===== config.mk =====
export PLATFORM = sky130hd
export DESIGN_NAME = eeprom_crc_program_sequencer
export DESIGN_NICKNAME = d
export VERILOG_FILES = /design/src/rtl/eeprom_pkg.sv /design/src/rtl/crc_link_if.sv /design/src/rtl/crc8_byte_unit.sv /design/src/rtl/eeprom_crc_program_sequencer.sv
export SDC_FILE = /design/constraint.sdc
export NUM_CORES = 2
export LEC_CHECK = 0
export BUFFER_PORTS_ARGS = -buffer_cell sky130_fd_sc_hd__buf_2
export CAP_MARGIN = 20
export CORE_ASPECT_RATIO = 1.1
export CORE_UTILIZATION = 68
export CTS_CLUSTER_SIZE = 24
export DETAILED_ROUTE_END_ITERATION = 6
export PLACE_DENSITY = 0.86
export SLEW_MARGIN = 20
export SYNTH_ARGS = -nofsm -noshare
export SYNTH_HDL_FRONTEND = slang
export SYNTH_SLANG_ARGS = --single-unit

===== constraint.sdc =====
create_clock -name i_clk_sys -period 8.9 [get_ports i_clk_sys]
set_input_delay 1.335 -clock i_clk_sys [delete_from_list [all_inputs] [get_ports i_clk_sys]]
set_output_delay 1.335 -clock i_clk_sys [all_outputs]
set_load 0.005 [all_outputs]

===== src/rtl/eeprom_pkg.sv =====
package eeprom_pkg;

    // Command word layout
    localparam int          WORD_W         = 16;
    localparam int          WR_BIT         = 15;
    localparam int          ADDR_MSB       = 10;
    localparam int          ADDR_LSB       = 4;
    localparam logic [15:0] ENTRY_CODE     = 16'hABCD;
    localparam logic [15:0] NOP_CODE       = 16'hFFFF;

    // Line addresses
    localparam logic [6:0]  LINE_FIRST     = 7'h40;
    localparam logic [6:0]  LINE_LAST      = 7'h51;
    localparam int          LINE_COUNT     = 18;
    localparam logic [6:0]  CTRL_LINE      = 7'h3E;
    localparam logic [6:0]  MON_LINE       = 7'h25;
    localparam logic [6:0]  FAIL_LINE      = 7'h01;

    // Data words written to the control line
    localparam logic [15:0] OP_SET_ZEROS   = 16'h0248;
    localparam logic [15:0] OP_PROG_ZEROS  = 16'h024E;
    localparam logic [15:0] OP_PROG_ONES   = 16'h024F;
    localparam logic [15:0] OP_REFRESH     = 16'h024C;

    // Reset values of the control lines
    localparam logic [15:0] MON_RESET      = 16'h0000;
    localparam logic [15:0] FAIL_RESET     = 16'h0001;
    localparam int          MON_OFF_BIT    = 15;

    // Checksum
    localparam logic [7:0]  CRC_POLY       = 8'h1D;
    localparam logic [7:0]  CRC_SEED       = 8'hAA;
    localparam logic [7:0]  CRC_INVERT     = 8'hFF;
    localparam logic [4:0]  CRC_START_LINE = 5'h03;
    localparam int          CRC_LINE       = 2;
    localparam logic [5:0]  CRC_LAST_BYTE  = 6'h22;
    localparam logic [5:0]  CRC_CMP_SLOT   = 6'h23;

    // Timing
    localparam int          CLK_HZ          = 25_000_000;
    localparam int          PROG_HOLD_MS    = 30;
    localparam int          REFRESH_WAIT_US = 100;
    // Scaled per unit first: the plain product of the wait overflows a 32-bit int
    localparam int          PROG_HOLD_CYC   = PROG_HOLD_MS * (CLK_HZ / 1000);
    localparam int          REFRESH_WAIT_CYC =
        REFRESH_WAIT_US * (CLK_HZ / 1_000_000);

    typedef enum logic [1:0] {
        ST_LOCKED = 2'b00,
        ST_CMD    = 2'b01,
        ST_DATA   = 2'b10
    } link_state_e;

    typedef enum logic [1:0] {
        PEND_NONE  = 2'b00,
        PEND_ZEROS = 2'b01,
        PEND_ONES  = 2'b10
    } pend_op_e;

    // One byte folded MSB first; carry out of bit 7 applies the low polynomial byte
    function automatic logic [7:0] crc8_fold(input logic [7:0] c, input logic [7:0] d);
        logic [7:0] r;
        r = c ^ d;
        for (int b = 0; b < 8; b++) begin
            r = r[7] ? ({r[6:0], 1'b0} ^ CRC_POLY) : {r[6:0], 1'b0};
        end
        return r;
    endfunction

endpackage


===== src/rtl/crc_link_if.sv =====
`timescale 1ns/1ns
`default_nettype none
interface crc_link_if;
    logic       load;
    logic       step;
    logic [7:0] data;
    logic [7:0] crc;

    modport host (output load, output step, output data, input crc);
    modport unit (input load, input step, input data, output crc);
endinterface
`default_nettype wire


===== src/rtl/crc8_byte_unit.sv =====
`timescale 1ns/1ns
`default_nettype none
module crc8_byte_unit (
    // Clock and reset
    input wire logic    i_clk_sys,
    input wire logic    i_rst,
    // Byte stream
    crc_link_if.unit    lnk
);
    logic [7:0] crc_ff;
    logic [7:0] nxt_crc;

    always_comb begin
        nxt_crc = crc_ff;
        if (lnk.load) begin
            nxt_crc = eeprom_pkg::crc8_fold(eeprom_pkg::CRC_SEED, lnk.data);
        end else if (lnk.step) begin
            nxt_crc = eeprom_pkg::crc8_fold(crc_ff, lnk.data);
        end
    end

    always_ff @(posedge i_clk_sys) begin
        if (i_rst) begin
            crc_ff <= 8'h00;
        end else begin
            crc_ff <= nxt_crc;
        end
    end

    assign lnk.crc = crc_ff;
endmodule
`default_nettype wire


===== src/rtl/eeprom_crc_program_sequencer.sv =====
// Notes on behaviour
// - Checksum is CRC-8, polynomial x8+x4+x3+x2+1, MSB first, 0x1D on carry.
// - CRC register starts at seed AA before the first byte.
// - Bytes fold from line 43 hex onward, high byte before low byte.
// - After the last line wrap to line 40 through high byte of line 42.
// - Final checksum is the accumulated CRC inverted.
// - Span is 18 lines, minus the checksum byte itself.
// - Check passes only when low byte of line 2 equals computed checksum.
// - Device checks its image continuously; changes need a new checksum.
`timescale 1ns/1ns
`default_nettype none
module eeprom_crc_program_sequencer #(
    parameter int unsigned PROG_HOLD_CYCLES = eeprom_pkg::PROG_HOLD_CYC
) (
    // Clock and reset
    input  wire logic        i_clk_sys,
    input  wire logic        i_rst,
    // Command words from the interface framer
    input  wire logic        i_word_valid,
    input  wire logic [15:0] i_word,
    output logic             o_resp_valid,
    output logic [15:0]      o_resp_word,
    // Programming voltage detector on the second over-current pin
    input  wire logic        i_second_overcurrent_pin,
    // Status
    output logic             o_interface_active,
    output logic             o_sensing_monitor_off,
    output logic             o_fail_ind_en,
    output logic             o_refresh_busy,
    output logic             o_crc_ok,
    output logic             o_crc_done
);
    localparam int N = eeprom_pkg::LINE_COUNT;

    eeprom_pkg::link_state_e state_ff,    nxt_state;
    eeprom_pkg::pend_op_e    pend_ff,     nxt_pend;
    logic [6:0]              prev_addr_ff, nxt_prev_addr;
    logic [6:0]              wr_addr_ff,  nxt_wr_addr;
    logic                    resp_valid_ff, nxt_resp_valid;
    logic [15:0]             resp_word_ff, nxt_resp_word;
    logic [15:0]             mon_ff,      nxt_mon;
    logic [15:0]             fail_ff,     nxt_fail;
    logic [19:0]             hold_cnt_ff, nxt_hold_cnt;
    logic [11:0]             wait_cnt_ff, nxt_wait_cnt;
    logic [15:0]             mem_ff  [N];
    logic [15:0]             nxt_mem [N];
    logic [15:0]             wbuf_ff [N];
    logic [15:0]             nxt_wbuf[N];
    logic                    pin_meta_ff, pin_sync_ff;
    logic                    refresh_done;

    // Pin level crosses from outside: two flops before use
    always_ff @(posedge i_clk_sys) begin
        if (i_rst) begin
            pin_meta_ff <= 1'b0;
            pin_sync_ff <= 1'b0;
        end else begin
            pin_meta_ff <= i_second_overcurrent_pin;
            pin_sync_ff <= pin_meta_ff;
        end
    end

    function automatic logic [15:0] line_value(input logic [6:0] a);
        logic [4:0] idx;
        idx = 5'(a - eeprom_pkg::LINE_FIRST);
        if (a >= eeprom_pkg::LINE_FIRST && a <= eeprom_pkg::LINE_LAST) begin
            return mem_ff[idx];
        end else if (a == eeprom_pkg::MON_LINE) begin
            return mon_ff;
        end else if (a == eeprom_pkg::FAIL_LINE) begin
            return fail_ff;
        end else begin
            return 16'h0000;
        end
    endfunction

    assign refresh_done = (wait_cnt_ff == 12'h001);

    always_comb begin
        logic [4:0] widx;
        widx           = 5'(wr_addr_ff - eeprom_pkg::LINE_FIRST);
        nxt_state      = state_ff;
        nxt_pend       = pend_ff;
        nxt_prev_addr  = prev_addr_ff;
        nxt_wr_addr    = wr_addr_ff;
        nxt_resp_valid = 1'b0;
        nxt_resp_word  = resp_word_ff;
        nxt_mon        = mon_ff;
        nxt_fail       = fail_ff;
        nxt_hold_cnt   = 20'h0_0000;
        nxt_wait_cnt   = (wait_cnt_ff != 12'h000) ? wait_cnt_ff - 12'h001 : 12'h000;
        nxt_mem        = mem_ff;
        nxt_wbuf       = wbuf_ff;
        case (state_ff)
            eeprom_pkg::ST_LOCKED: begin
                // Nothing is answered until the entry word arrives; only the entry word leaves this mode
                if (i_word_valid && i_word == eeprom_pkg::ENTRY_CODE) begin
                    nxt_state = eeprom_pkg::ST_CMD;
                end
            end
            eeprom_pkg::ST_CMD: begin
                if (i_word_valid) begin
                    nxt_resp_valid = 1'b1;
                    nxt_resp_word  = line_value(prev_addr_ff);
                    if (i_word != eeprom_pkg::NOP_CODE) begin
                        nxt_prev_addr = i_word[eeprom_pkg::ADDR_MSB:eeprom_pkg::ADDR_LSB];
                        if (i_word[eeprom_pkg::WR_BIT]) begin
                            nxt_wr_addr = i_word[eeprom_pkg::ADDR_MSB:eeprom_pkg::ADDR_LSB];
                            nxt_state   = eeprom_pkg::ST_DATA;
                        end
                    end
                end
            end
            eeprom_pkg::ST_DATA: begin
                if (i_word_valid) begin
                    nxt_state = eeprom_pkg::ST_CMD;
                    if (wr_addr_ff == eeprom_pkg::MON_LINE) begin
                        nxt_mon = i_word;
                    end else if (wr_addr_ff == eeprom_pkg::FAIL_LINE) begin
                        nxt_fail = i_word;
                    end else if (wr_addr_ff == eeprom_pkg::CTRL_LINE) begin
                        if (i_word == eeprom_pkg::OP_SET_ZEROS) begin
                            // Buffer starts from the live image so unwritten lines survive
                            nxt_wbuf = mem_ff;
                        end else if (i_word == eeprom_pkg::OP_PROG_ZEROS) begin
                            nxt_pend = eeprom_pkg::PEND_ZEROS;
                        end else if (i_word == eeprom_pkg::OP_PROG_ONES) begin
                            nxt_pend = eeprom_pkg::PEND_ONES;
                        end else if (i_word == eeprom_pkg::OP_REFRESH) begin
                            nxt_wait_cnt = 12'(eeprom_pkg::REFRESH_WAIT_CYC);
                        end
                    end else if (wr_addr_ff >= eeprom_pkg::LINE_FIRST &&
                                 wr_addr_ff <= eeprom_pkg::LINE_LAST) begin
                        nxt_wbuf[widx] = i_word;
                    end
                end
            end
            default: begin
                nxt_state = eeprom_pkg::ST_LOCKED;
            end
        endcase
        // Operation lands only after the voltage has stood for the whole hold time
        if (pin_sync_ff && pend_ff != eeprom_pkg::PEND_NONE) begin
            if (hold_cnt_ff >= 20'(PROG_HOLD_CYCLES - 1)) begin
                for (int i = 0; i < N; i++) begin
                    nxt_mem[i] = (pend_ff == eeprom_pkg::PEND_ZEROS) ? 16'h0000
                                                                    : mem_ff[i] | wbuf_ff[i];
                end
                nxt_pend = (nxt_pend == pend_ff) ? eeprom_pkg::PEND_NONE : nxt_pend;
            end else begin
                nxt_hold_cnt = hold_cnt_ff + 20'h0_0001;
            end
        end
    end

    always_ff @(posedge i_clk_sys) begin
        if (i_rst) begin
            state_ff      <= eeprom_pkg::ST_LOCKED;
            pend_ff       <= eeprom_pkg::PEND_NONE;
            prev_addr_ff  <= 7'h00;
            wr_addr_ff    <= 7'h00;
            resp_valid_ff <= 1'b0;
            resp_word_ff  <= 16'h0000;
            mon_ff        <= eeprom_pkg::MON_RESET;
            fail_ff       <= eeprom_pkg::FAIL_RESET;
            hold_cnt_ff   <= 20'h0_0000;
            wait_cnt_ff   <= 12'h000;
            for (int i = 0; i < N; i++) begin
                mem_ff[i]  <= 16'h0000;
                wbuf_ff[i] <= 16'h0000;
            end
        end else begin
            state_ff      <= nxt_state;
            pend_ff       <= nxt_pend;
            prev_addr_ff  <= nxt_prev_addr;
            wr_addr_ff    <= nxt_wr_addr;
            resp_valid_ff <= nxt_resp_valid;
            resp_word_ff  <= nxt_resp_word;
            mon_ff        <= nxt_mon;
            fail_ff       <= nxt_fail;
            hold_cnt_ff   <= nxt_hold_cnt;
            wait_cnt_ff   <= nxt_wait_cnt;
            mem_ff        <= nxt_mem;
            wbuf_ff       <= nxt_wbuf;
        end
    end

    // Continuous checksum walk over the image
    crc_link_if crc_lnk ();
    crc8_byte_unit u_crc (
        .i_clk_sys (i_clk_sys),
        .i_rst     (i_rst),
        .lnk       (crc_lnk)
    );

    logic [5:0] crc_cnt_ff, nxt_crc_cnt;
    logic       crc_ok_ff,  nxt_crc_ok;
    logic       crc_done_ff, nxt_crc_done;
    logic [4:0] crc_line, crc_line_raw;
    assign crc_line_raw = 5'(crc_cnt_ff[5:1]) + eeprom_pkg::CRC_START_LINE;
    assign crc_line     = (crc_line_raw >= 5'(N)) ? crc_line_raw - 5'(N) : crc_line_raw;
    assign crc_lnk.load = (crc_cnt_ff == 6'h00);
    assign crc_lnk.step = (crc_cnt_ff != 6'h00) && (crc_cnt_ff <= eeprom_pkg::CRC_LAST_BYTE);
    assign crc_lnk.data = crc_cnt_ff[0] ? mem_ff[crc_line][7:0] : mem_ff[crc_line][15:8];

    always_comb begin
        nxt_crc_cnt  = crc_cnt_ff + 6'h01;
        nxt_crc_ok   = crc_ok_ff;
        nxt_crc_done = 1'b0;
        if (crc_cnt_ff == eeprom_pkg::CRC_CMP_SLOT) begin
            nxt_crc_cnt  = 6'h00;
            nxt_crc_done = 1'b1;
            nxt_crc_ok   = ((crc_lnk.crc ^ eeprom_pkg::CRC_INVERT) ==
                            mem_ff[eeprom_pkg::CRC_LINE][7:0]);
        end else if (refresh_done && crc_cnt_ff != 6'h00) begin
            // Fresh pass after refresh so the new image is judged promptly
            nxt_crc_cnt = 6'h00;
        end
    end

    always_ff @(posedge i_clk_sys) begin
        if (i_rst) begin
            crc_cnt_ff  <= 6'h00;
            crc_ok_ff   <= 1'b0;
            crc_done_ff <= 1'b0;
        end else begin
            crc_cnt_ff  <= nxt_crc_cnt;
            crc_ok_ff   <= nxt_crc_ok;
            crc_done_ff <= nxt_crc_done;
        end
    end

    assign o_resp_valid          = resp_valid_ff;
    assign o_resp_word           = resp_word_ff;
    assign o_interface_active    = (state_ff != eeprom_pkg::ST_LOCKED);
    assign o_sensing_monitor_off = mon_ff[eeprom_pkg::MON_OFF_BIT];
    assign o_fail_ind_en         = (fail_ff != 16'h0000);
    assign o_refresh_busy        = (wait_cnt_ff != 12'h000);
    assign o_crc_ok              = crc_ok_ff;
    assign o_crc_done            = crc_done_ff;
endmodule
`default_nettype wire


==> metrics.md <==
| Metric | Value |
|---|---|
| Outcome | `finished with violations` |
| Violated checks | `design-rule violations, max-slew violations` |
| Syn Area/Cell | `8.958 um2` |
| Synth Area in XOR/XNOR | `2.638%` |
| Pwr Density | `218.1 nW/um2` |
| Register area | `between 10000 and 15000 um2` |
| TritonCTS clock tree | `done` |
| First-pass GRT wire length | `about 140 mm` |
| WS Path Type | `flop to flop` |
| CTS Buffer Depth | `3` |
| Die Wd | `204.2 um` |
| Final setup vio count | `0` |
| Worst-Margin Slew | `approximately 1.6 ns` |
| Core box area | `around 44000 um2` |
| DRC viols | `11` |
| Arr. time, crit path | `6.23 ns` |
| Hpwl dp | `55.81 mm` |
| Routability cong. | `about 0.95` |
| Fmax | `0.1757 GHz` |
| Setup crit start kind | `flop` |
| Final Max Slew Viols | `103` |
| CTS clk-pin slew, worst paths | `0.07 ns` |
| Adder-cell area share of the yosys netlist | `0.3681%` |
| Root Buffer | `clkbuf_16` |
| Share of cells above drive strength 1 | `a little under an eighth` |
| Synth Area in Compound Gates | `between 20% and 30%` |
| Syn Nets | `3444` |
| Initial core utilization | `about 69%` |
| Via count | `roughly 27000` |
| Ports | `43` |
| Initial DRC count | `about 3900` |
| Post-synthesis simple-gate area fraction | `a little over an eighth` |
| Clk_skew | `roughly 0.023 ns` |
| Layout area overhead | `8.090%` |
| Number of global-route vias before repair | `roughly 26000` |
| Finished Layout Cells | `3891` |
| Max-cap viol count | `0` |
| Slew HR | `-8.031%` |
| GRT overflow | `0` |
| Buffers on Ports | `42` |
| Rows | `81` |
| Later-pin clock latency in the skew report | `a little over 0.6 ns` |
| PostCTS Resize Cnt | `0` |
| Critical-path maximum fanout | `32` |
| DRT Pass-1 Iters | `7` |
| Vias per cell | `7.008` |
| Crit. End Element | `flop` |
| Routed Antenna Nets | `0` |
| Placed cell count | `3772` |
| Final WL | `approximately 90 mm` |
| Clock sinks | `between 600 and 700` |
| Static Leak | `~11 nW` |
| Fraction of registers with async set/reset | `0%` |
| Most frequent cells in the layout | `dfxtp_1, nor2_1, a21oi_1, a211oi_1, nand2_1` |
| Synth Warn # | `0` |
| Maximum vdd ir drop | `163.5 uV` |
| Nets | `between 3000 and 4000` |
| Htree depth | `3` |
| Hold Buf Count CTS | `0` |
| Fill count | `between 2000 and 3000` |
| Post-CTS Setup Bufs | `0` |
| Setup TNS | `0 ns` |
| Most common cell after layout, fill and taps aside | `dfxtp_1` |
| Fin crit period | `roughly 5.7 ns` |
| Multiplexer share of the synthesized area | `roughly an eighth` |
| Final hold violations | `0` |
| RSZ-0062 raised after global routing | `no` |
| Final worst-path cycle share | `a little under two thirds` |
| DR WL/cell | `approximately 24 um` |
| Synth Register Bits | `roughly 690` |
| Die area | `roughly 46000 um2` |
| Register area share after synthesis | `45.35%` |
| Cells after synthesis | `~3400` |
| Pin count of the biggest net entering global routing | `222` |
| Synth unique cells | `79` |
| Inserted Diodes | `0` |
| Tot GR Track Use | `about 40%` |
| Area taken by multi-input logic gates | `15500 um2` |
| EDFF count, synth | `0` |
| Hold Path Class | `flop to flop` |
| Post-Synthesis Cell Area | `slightly above 30000 um2` |
| Initial antenna violation count | `1` |
| Critical path required time | `about 9.4 ns` |
| Main combinational cell family by area after synthesis | `compound AO/OA/AOI/OAI gates` |
| Ys flop type | `dfxtp_1` |
| Clock buffer count from CTS | `68` |
| Die height | `between 200 and 250 um` |
## kinds of logic (layout without fill, tap and decap cells)
| family | count (synthesis) | after routing |
|---|---|---|
| AND/OR/NAND/NOR | 978 | 978 |
| buffers and inverters | 339 | 234 |
| XOR/XNOR | 85 | 85 |
| AO/OA/AOI/OAI | 1091 | 1091 |
| flip-flops | 693 | 693 |
| adder cells (fa/ha/maj) | 9 | 9 |
| multiplexers | 220 | 220 |
## critical path, stage by stage, from the launching register on
cell and delay [ns]:
dfxtp_4 0.64, inv_1 0.12, ha_1 0.27, xnor2_2 0.33, inv_2 0.14, ha_1 0.32, nand2_1 0.10, a21oi_1 0.06
a22o_2 0.32, nor2_4 0.58, buf_4 0.56, mux4_2 0.38, mux2i_1 0.22, o22ai_1 0.16, a31oi_2 0.30, xnor2_1 0.24
xnor3_1 0.30, xnor2_1 0.25, o221ai_1 0.16, a21oi_1 0.14
## flip-flops by register name, indices dropped and copies added (netlist names), 7 cells and up
name,count
fail_ff,16
hold_cnt_ff,20
mem_ff,288
mon_ff,16
o_resp_word,16
prev_addr_ff,7
u_crc.lnk.crc,8
wait_cnt_ff,12
wbuf_ff,288
wr_addr_ff,7
## worst paths after layout
check	from	cells past startpoint	endpoint	slack [ns]
hold reg to reg	pin_meta_ff$_SDFF_PP0_	1	pin_sync_ff$_SDFF_PP0_	0.45
setup reg to reg	crc_cnt_ff[1]$_SDFF_PP0_	19	u_crc.lnk.crc[2]$_SDFFE_PP0P_	3.21
hold / removal	pin_meta_ff$_SDFF_PP0_	1	pin_sync_ff$_SDFF_PP0_	0.45
setup / recovery	crc_cnt_ff[1]$_SDFF_PP0_	19	u_crc.lnk.crc[2]$_SDFFE_PP0P_	3.21
## layer usage
layer  vias to the layer above  GRT usage (%)  routed length (um)
met2                      1722          63.13               42720
li1                      11950              -                   -
met5                         -              0                  11
met4                         2          22.51                5240
met3                       382          7.114                9730
met1                     13220          50.47               34310
## where the power goes
group          switching (W)  internal (W)
logic               0.000662      0.000447
clock network        0.00121       0.00169
registers          0.0000642       0.00314
total                0.00194       0.00528
## cell usage after synthesis, types with 3 or more instances
master | instances | area (um2)
dfxtp_1 | 693 | 13870
nor2_1 | 677 | 2541
a21oi_1 | 648 | 3243
a211oi_1 | 312 | 2342
clkbuf_1 | 270 | 1013
nand2_1 | 145 | 544.3
mux4_2 | 121 | 2725
mux2i_1 | 82 | 820.8
xnor2_1 | 42 | 367.9
nand3_1 | 39 | 195.2
xor2_1 | 37 | 324.1
o22ai_1 | 34 | 212.7
inv_1 | 31 | 116.4
and2_1 | 20 | 125.1
buf_1 | 17 | 63.81
a222oi_1 | 16 | 160.2
nor3_1 | 16 | 80.08
o21ai_0 | 16 | 80.08
nand4_1 | 13 | 81.33
nor4_1 | 11 | 68.82
mux2_2 | 10 | 112.6
nand2b_1 | 10 | 62.56
ha_1 | 9 | 112.6
a31oi_1 | 8 | 50.05
buf_2 | 8 | 40.04
a22oi_1 | 7 | 52.55
and3_1 | 7 | 43.79
mux2_1 | 7 | 78.83
nor3b_1 | 7 | 52.55
buf_6 | 6 | 67.56
nor2b_1 | 6 | 37.54
nand3b_1 | 5 | 37.54
o221ai_1 | 5 | 43.79
or4_1 | 5 | 37.54
buf_4 | 4 | 30.03
o211ai_1 | 4 | 30.03
or2_2 | 4 | 25.02
o21ai_1 | 3 | 15.01
o31ai_1 | 3 | 22.52
## layout make-up
class | count | area share, %
repair buffers | 85 | 1.877
clock buffers | 97 | 5.971
inverters | 32 | 0.3633
multi-input cells | 2383 | 46.87
well taps | 581 | 2.198
flip-flops and latches | 693 | 41.99
clock inverters | 20 | 0.7303
## metrics by stage
| stage | utilization (%) | cell area, um2 | hold WS (ns) | setup WS, ns | power (W) |
|---|---|---|---|---|---|
| final | 74.49 | 33070 | 0.4484 | 3.207 | 0.007213 |
| after global routing | 74.49 | 33070 | 0.4694 | 3.026 | 0.007423 |
| after CTS | 74.36 | 33010 | 0.4552 | 2.900 | 0.007183 |
| after floorplan | - | 30590 | 0.4138 | 4.268 | 0.004143 |
| after global placement | 69.36 | 30790 | 0.4258 | 3.144 | 0.004320 |
| after detailed placement | 69.36 | 30790 | 0.4311 | 2.919 | 0.004341 |
No activity file was read; power rests on OpenSTA's default activity.
